<file path="config.mk">
export PLATFORM = sky130hd
export DESIGN_NAME = lpa_sensor_flat
export DESIGN_NICKNAME = d
export VERILOG_FILES = /design/src/common/lpa_pkg.sv /design/src/common/lpa_link_if.sv /design/src/hw/lpa_sensor.sv /design/src/flat_wrapper.sv
export SDC_FILE = /design/constraint.sdc
export NUM_CORES = 2
export LEC_CHECK = 0
export ABC_AREA = 1
export BUFFER_PORTS_ARGS = -buffer_cell sky130_fd_sc_hd__buf_4
export CORE_MARGIN = 3
export CORE_UTILIZATION = 30
export DETAILED_ROUTE_END_ITERATION = 10
export SLEW_MARGIN = 20
export SYNTH_ARGS = -nofsm -noshare
export SYNTH_HDL_FRONTEND = slang
export SYNTH_SLANG_ARGS = --single-unit
</file>
<file path="constraint.sdc">
create_clock -name ref_clk_i -period 17.9 [get_ports ref_clk_i]
set_input_delay 2.685 -clock ref_clk_i [delete_from_list [all_inputs] [get_ports ref_clk_i]]
set_output_delay 2.685 -clock ref_clk_i [all_outputs]
set_load 0.01 [all_outputs]
</file>
<file path="src/common/lpa_pkg.sv">
/*
 * Constants and types shared by both ends of the linear pixel array readout link.
 * Assumes a single 10 MHz clock common to sequencer and sensor model.
 */
package lpa_pkg;
    localparam int LPA_PIXELS = 64;
    localparam int LPA_IDX_W = 6;
    localparam logic [5:0] LPA_FIRST_UP = 6'h00;
    localparam logic [5:0] LPA_FIRST_DOWN = 6'h3F;
    localparam int LPA_SAMPLE_W = 8;
    localparam int LPA_INTEG_DEFAULT = 100;
    localparam logic [1:0] LPA_HOLD_CYCLES = 2'h1;
    localparam logic [15:0] LPA_CNT_RESET = 16'h0000;

    typedef enum logic [1:0] {
        LPA_IDLE = 2'b00,
        LPA_INTEG = 2'b01,
        LPA_HOLD = 2'b10,
        LPA_SCAN = 2'b11
    } lpa_state_t;
endpackage

</file>
<file path="src/common/lpa_link_if.sv">
/*
 * Link between the external sequencer and the pixel array sensor.
 * Assumes both ends run on the same clock, which the link itself does not carry.
 */
`timescale 1ns/10ps
`default_nettype none
interface lpa_link_if;
    import lpa_pkg::*;
    logic start_in;
    logic scan_direction_select;
    logic [LPA_SAMPLE_W-1:0] analog_pixel_out;
    logic pixel_valid;
    logic [LPA_IDX_W-1:0] pixel_index;
    logic chain_out;

    modport sensor (
        input start_in,
        input scan_direction_select,
        output analog_pixel_out,
        output pixel_valid,
        output pixel_index,
        output chain_out
    );
    modport sequencer (
        output start_in,
        output scan_direction_select,
        input analog_pixel_out,
        input pixel_valid,
        input pixel_index,
        input chain_out
    );
endinterface
`default_nettype wire

</file>
<file path="src/hw/lpa_sensor.sv">
/*
 * Digital model of the 64-pixel linear sensor: integration, hold and scan.
 * Assumes start and direction arrive from logic on the same clock.
 */
// Function
// - Start sampled high begins integration everywhere
// - Sixty-four pixels take part each cycle
// - Each held pixel appears one clock
// - Shift register steps one pixel per clock
// - Odd and even bus lines alternate
// - Direction low scans up from zero
// - Direction high scans down from 63
// - Start still high restarts integration
// - Reset clears all internal registers
`timescale 1ns/10ps
`default_nettype none
module lpa_sensor
    import lpa_pkg::*;
#(
    parameter int PIXELS = LPA_PIXELS
) (
    input wire logic ref_clk_i,
    input wire logic srst_i,
    input wire logic [PIXELS*LPA_SAMPLE_W-1:0] light_level_i,
    output logic integrating_o,
    lpa_link_if.sensor link
);
    localparam int PAIRS = PIXELS / 2;

    lpa_state_t state_reg;
    logic [LPA_SAMPLE_W-1:0] light_meta_reg [PIXELS];
    logic [LPA_SAMPLE_W-1:0] light_sync_reg [PIXELS];
    logic [LPA_SAMPLE_W-1:0] held_reg [PIXELS];
    logic [LPA_SAMPLE_W-1:0] even_line [PAIRS];
    logic [LPA_SAMPLE_W-1:0] odd_line [PAIRS];
    logic [LPA_SAMPLE_W-1:0] even_bus;
    logic [LPA_SAMPLE_W-1:0] odd_bus;
    logic [LPA_IDX_W-1:0] idx_reg;
    logic dir_reg;
    logic line_sel_reg;
    logic scanning;
    logic capture;
    logic last_pixel;

    // The six-bit pointer and the pairing of bus lines serve exactly this array length.
    if (PIXELS != LPA_PIXELS) begin : g_size_check
        $error("lpa_sensor serves exactly 64 pixels");
    end
    if ((1 << LPA_IDX_W) != PIXELS) begin : g_width_check
        $error("pixel pointer width does not match the array length");
    end

    assign scanning = (state_reg == LPA_SCAN);
    assign capture = (state_reg == LPA_INTEG) && !link.start_in;
    assign integrating_o = (state_reg == LPA_INTEG);

    // Descending scans end at pixel 0, ascending ones at the top pixel.
    always_comb begin
        if (dir_reg) begin
            last_pixel = (idx_reg == LPA_FIRST_UP);
        end else begin
            last_pixel = (idx_reg == LPA_FIRST_DOWN);
        end
    end

    // Sequence: idle, integrate while start is high, hold one clock, then scan.
    always_ff @(posedge ref_clk_i) begin
        if (srst_i) begin
            state_reg <= LPA_IDLE;
        end else begin
            case (state_reg)
                LPA_IDLE: begin
                    if (link.start_in) begin
                        state_reg <= LPA_INTEG;
                    end
                end
                LPA_INTEG: begin
                    if (!link.start_in) begin
                        state_reg <= LPA_HOLD;
                    end
                end
                LPA_HOLD: begin
                    state_reg <= LPA_SCAN;
                end
                LPA_SCAN: begin
                    if (last_pixel && link.start_in) begin
                        state_reg <= LPA_INTEG;
                    end else if (last_pixel) begin
                        state_reg <= LPA_IDLE;
                    end
                end
                default: begin
                    state_reg <= LPA_IDLE;
                end
            endcase
        end
    end

    // Each pixel brings its light level across two flip-flops before anything reads it.
    for (genvar p = 0; p < PIXELS; p++) begin : g_pix
        always_ff @(posedge ref_clk_i) begin
            if (srst_i) begin
                light_meta_reg[p] <= '0;
                light_sync_reg[p] <= '0;
            end else begin
                light_meta_reg[p] <= light_level_i[p*LPA_SAMPLE_W +: LPA_SAMPLE_W];
                light_sync_reg[p] <= light_meta_reg[p];
            end
        end

        // All pixels are held on the same edge, when integration ends.
        always_ff @(posedge ref_clk_i) begin
            if (srst_i) begin
                held_reg[p] <= '0;
            end else if (capture) begin
                held_reg[p] <= light_sync_reg[p];
            end
        end
    end

    // Even pixels sit on one bus line and odd pixels on the other.
    for (genvar q = 0; q < PAIRS; q++) begin : g_pair
        assign even_line[q] = held_reg[2*q];
        assign odd_line[q] = held_reg[2*q+1];
    end

    // Direction is taken once per scan, at the hold edge.
    always_ff @(posedge ref_clk_i) begin
        if (srst_i) begin
            dir_reg <= 1'b0;
        end else if (state_reg == LPA_HOLD) begin
            dir_reg <= link.scan_direction_select;
        end
    end

    // Shift pointer: loaded at hold, then one pixel further on every scan clock.
    always_ff @(posedge ref_clk_i) begin
        if (srst_i) begin
            idx_reg <= LPA_FIRST_UP;
        end else if (state_reg == LPA_HOLD) begin
            if (link.scan_direction_select) begin
                idx_reg <= LPA_FIRST_DOWN;
            end else begin
                idx_reg <= LPA_FIRST_UP;
            end
        end else if (scanning) begin
            if (dir_reg) begin
                idx_reg <= idx_reg - 6'h01;
            end else begin
                idx_reg <= idx_reg + 6'h01;
            end
        end
    end

    // The control logic flips the bus line on every pixel, apart from the shift pointer.
    always_ff @(posedge ref_clk_i) begin
        if (srst_i) begin
            line_sel_reg <= 1'b0;
        end else if (state_reg == LPA_HOLD) begin
            line_sel_reg <= link.scan_direction_select;
        end else if (scanning) begin
            line_sel_reg <= ~line_sel_reg;
        end
    end

    assign even_bus = even_line[idx_reg[LPA_IDX_W-1:1]];
    assign odd_bus = odd_line[idx_reg[LPA_IDX_W-1:1]];

    // Outputs come from flip-flops, so the sequencer samples settled values.
    always_ff @(posedge ref_clk_i) begin
        if (srst_i) begin
            link.pixel_valid <= 1'b0;
        end else begin
            link.pixel_valid <= scanning;
        end
    end

    // The index tells the sequencer which pixel the sample belongs to.
    always_ff @(posedge ref_clk_i) begin
        if (srst_i) begin
            link.pixel_index <= '0;
        end else begin
            link.pixel_index <= idx_reg;
        end
    end

    // One held voltage per clock, taken from the line that the control logic selects.
    always_ff @(posedge ref_clk_i) begin
        if (srst_i) begin
            link.analog_pixel_out <= '0;
        end else begin
            link.analog_pixel_out <= line_sel_reg ? odd_bus : even_bus;
        end
    end

    // The chain pulse travels with the last pixel so that a following sensor can take over.
    always_ff @(posedge ref_clk_i) begin
        if (srst_i) begin
            link.chain_out <= 1'b0;
        end else begin
            link.chain_out <= scanning && last_pixel;
        end
    end
endmodule
`default_nettype wire

</file>
<file path="src/flat_wrapper.sv">
// flat-port wrapper written by rule: the top's interface ports become plain ports
module lpa_sensor_flat import lpa_pkg::*;
#(
    parameter int PIXELS = LPA_PIXELS
)
  (ref_clk_i, srst_i, light_level_i, integrating_o, link_start_in, link_scan_direction_select, link_analog_pixel_out, link_pixel_valid, link_pixel_index, link_chain_out);
  lpa_link_if link_i ();
  input wire logic ref_clk_i;
  input wire logic srst_i;
  input wire logic [PIXELS*LPA_SAMPLE_W-1:0] light_level_i;
  output logic integrating_o;
  input wire logic [$bits(link_i.start_in)-1:0] link_start_in;
  input wire logic [$bits(link_i.scan_direction_select)-1:0] link_scan_direction_select;
  output wire logic [$bits(link_i.analog_pixel_out)-1:0] link_analog_pixel_out;
  output wire logic [$bits(link_i.pixel_valid)-1:0] link_pixel_valid;
  output wire logic [$bits(link_i.pixel_index)-1:0] link_pixel_index;
  output wire logic [$bits(link_i.chain_out)-1:0] link_chain_out;
  assign link_i.start_in = link_start_in;
  assign link_i.scan_direction_select = link_scan_direction_select;
  assign link_analog_pixel_out = link_i.analog_pixel_out;
  assign link_pixel_valid = link_i.pixel_valid;
  assign link_pixel_index = link_i.pixel_index;
  assign link_chain_out = link_i.chain_out;
  lpa_sensor #(.PIXELS(PIXELS)) u_core (.ref_clk_i(ref_clk_i), .srst_i(srst_i), .light_level_i(light_level_i), .integrating_o(integrating_o), .link(link_i));
endmodule
</file>
==> results.ini <==
[synthesis]
syn-num-nets = 6659
synth_top_cells_by_area = sky130_fd_sc_hd__dfxtp_1 (39%), sky130_fd_sc_hd__edfxtp_1 (28%), sky130_fd_sc_hd__nor2_1 (11%)
synthesis.yosys.warnings = 0
post-synth-top-area-fraction_pct = 38.61
cells_after_synthesis = 6133
largest_area_contributor_in_the_netlist = sky130_fd_sc_hd__dfxtp_1
synthDistinctLibCells = 28
synth_sequential_area_ratio_pct = 66.85
yosys_register_bits = 1562
synthesis.area_per_instance_sq_um = 8.877
netlist_area_sq_mm = 0.05444

[timing]
worst_slew_pin_slew_ns = 1.200
slew_headroom_pct = 19.99
fmaxAchievable_mhz = 168.5
layout_worst_path_cycle_share_pct = 33.15
rsz0062_at_grt = no
timing.final.max_slew_violations = 0
setup_tns_ns = 0
fin_skew_ns = 0.04742
finalSetupViolCount = 0
hold_violations = 0
fin_crit_ns = 5.934

[grt]
globalRouteOverflowTotal = 0
grt_pass1_vias = 37020
grt_start_max_net_pins = 179
grt_antenna_before_repair = 4
grt_first_pass_wirelength_mm = 220.9
groute.usage.overall_pct = 15.84

[clock_network]
numClockSinks = 1562
post_cts_resized = 0
cts_hold_buffers = 0
tritoncts.num_buffers = 162
clock_tree.buffer_depth = 3
cts.reportedPaths.clkPinSlew_ns = 0.06
clock_latency_ns = 0.82
clock_tree_from_tritoncts = yes
root_buffer = sky130_fd_sc_hd__clkbuf_16
cts.repair_timing.setup_buffer_count = 0
h-tree-depth = 4

[place]
gp_routability_congestion = 0.8616
dp.cells = 8777
place_area_sq_mm = 0.06039
hpwlAfterDp_mm = 105.2
portBuffers = 532

[worst_setup_path]
crit_fanout = 114
critical_path.startpoint = srst_i
crit_end_element = flip-flop
critPathKind = in2reg
startpoint_type = input pin
timing.rr.start = u_core.idx_reg[1]$_SDFFE_PP0P_
worst-endpoint-arrival_ns = 6.44
required_ns = 18.41

[finish]
finalNetCount = 7113
flow.area_growth_from_synthesis_pct = 21.20
non_filler_cell_area_final_sq_mm = 0.06598
nFillCells = 18090
layout_cells_sized_above_1_pct = 12.25
layout.cells.most_common = sky130_fd_sc_hd__nor2_1
layout.cells.most_common_list = sky130_fd_sc_hd__nor2_1 (1,598), sky130_fd_sc_hd__inv_1 (1,551), sky130_fd_sc_hd__dfxtp_1 (1,046)
utilization_of_the_core_after_routing_pct = 36.78
final-instance-count-excl-fill = 9085

[routing]
drc_errors = 0
drt.antenna.violating_nets = 0
drt-wirelength-per-cell_um = 16.56
vias_per_cell = 4.078
drt_first_iter_violations = 2317
detail_route.wirelength_mm = 150.5
drt-pass1-iter-count = 5
num_vias = 37050

[power_and_ir_drop]
ir_drop_mv = 0.08597
power.leakage_nw = 29.56
total_power_mw = 8.510
internal-power_mw = 6.217
p_per_area_mw_per_mm2 = 129.0
clkPwrFrac_pct = 40.2
comb_power_share_pct = 12.1
total_switching_power_mw = 2.294
power.share.switching_pct = 26.95
seq_power_share_pct = 47.7

[floorplan]
io-pin-count = 533
coreArea_sq_mm = 0.1794
placement_rows = 155
die_area_sq_mm = 0.1866
chipHeight_um = 432.0
die_width_um = 432.0
starting_density_of_the_core_pct = 30.35

[status]
run_status = complete, no violations

[worst_hold_path]
hp-start = u_core.light_meta_reg[1][68]$_SDFF_PP0_
hold_path.class = reg2reg

[run]
cap_violations = 0

[power groups by stage]
stage	logic, mW	registers (mW)	clock network [mW]
after floorplan	0.599	4.17	0
after global placement	1.04	4.13	0
after detailed placement	1.05	4.13	0
after CTS	1.06	4.06	3.51
after global routing	1.14	4.08	3.65
final	1.03	4.06	3.42
[cells by family after synthesis]
kind of cell,Yosys count,synth area share [%]
flip-flops,1562,66.85
multiplexers,1,0.01839
AO/OA/AOI/OAI,98,0.9078
adder cells (fa/ha/maj),10,0.2436
XOR/XNOR,1,0.01609
AND/OR/NAND/NOR,2628,18.77
buffers and inverters,1833,13.19
[stage by stage]
stage	setup slack [ns]	hold WS, ns
4_1_cts	12.02	0.3748
2_1_floorplan	2.960	0.3883
3_3_place_gp	11.25	0.3926
5_1_grt	11.68	0.4068
6_report	11.97	0.3865
3_5_place_dp	11.14	0.3916
[area by class of cell]
| cell class | count | area, sq um | share of cell area [%] |
|---|---|---|---|
| flip-flops and latches | 1562 | 36410 | 55.18 |
| clock buffers | 236 | 4723 | 7.158 |
| clock inverters | 67 | 824.5 | 1.250 |
| diodes | 4 | 10.01 | 0.01517 |
| multi-input cells | 2738 | 10890 | 16.51 |
| inverters | 1558 | 5857 | 8.876 |
| well taps | 2355 | 2947 | 4.466 |
| repair buffers | 565 | 4323 | 6.552 |
[synthesized netlist by cell type]
| library cell | count |
|---|---|
| sky130_fd_sc_hd__edfxtp_1 | 512 |
| sky130_fd_sc_hd__nand3_1 | 262 |
| sky130_fd_sc_hd__nand4_1 | 2 |
| sky130_fd_sc_hd__nor3_1 | 8 |
| sky130_fd_sc_hd__nand2_1 | 755 |
| sky130_fd_sc_hd__nor2_2 | 1 |
| sky130_fd_sc_hd__o21ai_1 | 1 |
| sky130_fd_sc_hd__clkbuf_1 | 130 |
| sky130_fd_sc_hd__buf_1 | 6 |
| sky130_fd_sc_hd__clkinv_1 | 3 |
| sky130_fd_sc_hd__dfxtp_1 | 1050 |
| sky130_fd_sc_hd__buf_6 | 10 |
| sky130_fd_sc_hd__inv_2 | 2 |
| sky130_fd_sc_hd__o211ai_1 | 1 |
| sky130_fd_sc_hd__buf_4 | 24 |
| sky130_fd_sc_hd__fa_1 | 1 |
| sky130_fd_sc_hd__nand2_4 | 1 |
| sky130_fd_sc_hd__o21ai_0 | 8 |
| sky130_fd_sc_hd__xnor2_1 | 1 |
| sky130_fd_sc_hd__nand3b_1 | 1 |
| sky130_fd_sc_hd__ha_1 | 9 |
| sky130_fd_sc_hd__inv_1 | 1552 |
| sky130_fd_sc_hd__nor2_1 | 1598 |
| sky130_fd_sc_hd__mux2i_1 | 1 |
| sky130_fd_sc_hd__buf_2 | 105 |
| sky130_fd_sc_hd__inv_4 | 1 |
| sky130_fd_sc_hd__o22ai_1 | 1 |
| sky130_fd_sc_hd__a21oi_1 | 87 |
[worst max-delay path: stages]
cell and delay (ns):
sky130_fd_sc_hd__buf_8 0.47, sky130_fd_sc_hd__inv_1 0.49, sky130_fd_sc_hd__nand3_4 0.81, sky130_fd_sc_hd__buf_4 0.84
sky130_fd_sc_hd__buf_4 0.76, sky130_fd_sc_hd__nor2_1 0.11
[metal layers]
layer	GRT usage [%]	routed length, um	part of all wire, %
met3	2.576	6801	4.5
met2	28.28	76710	51
met5	0	0	0
met4	8.015	7726	5.1
met1	18.24	59220	39
[worst paths after layout]
check	slack, ns	endpoint	cells after the start
setup / recovery	11.97	u_core.held_reg[1][12]$_SDFFCE_PN0P_	6
hold / removal	0.39	u_core.light_sync_reg[6][4]$_SDFF_PP0_	2
setup reg to reg	13.61	u_core.link.analog_pixel_out[5]$_SDFF_PP0_	11
hold reg to reg	0.39	u_core.light_sync_reg[6][4]$_SDFF_PP0_	2
Power figures use the tool's default switching activity.
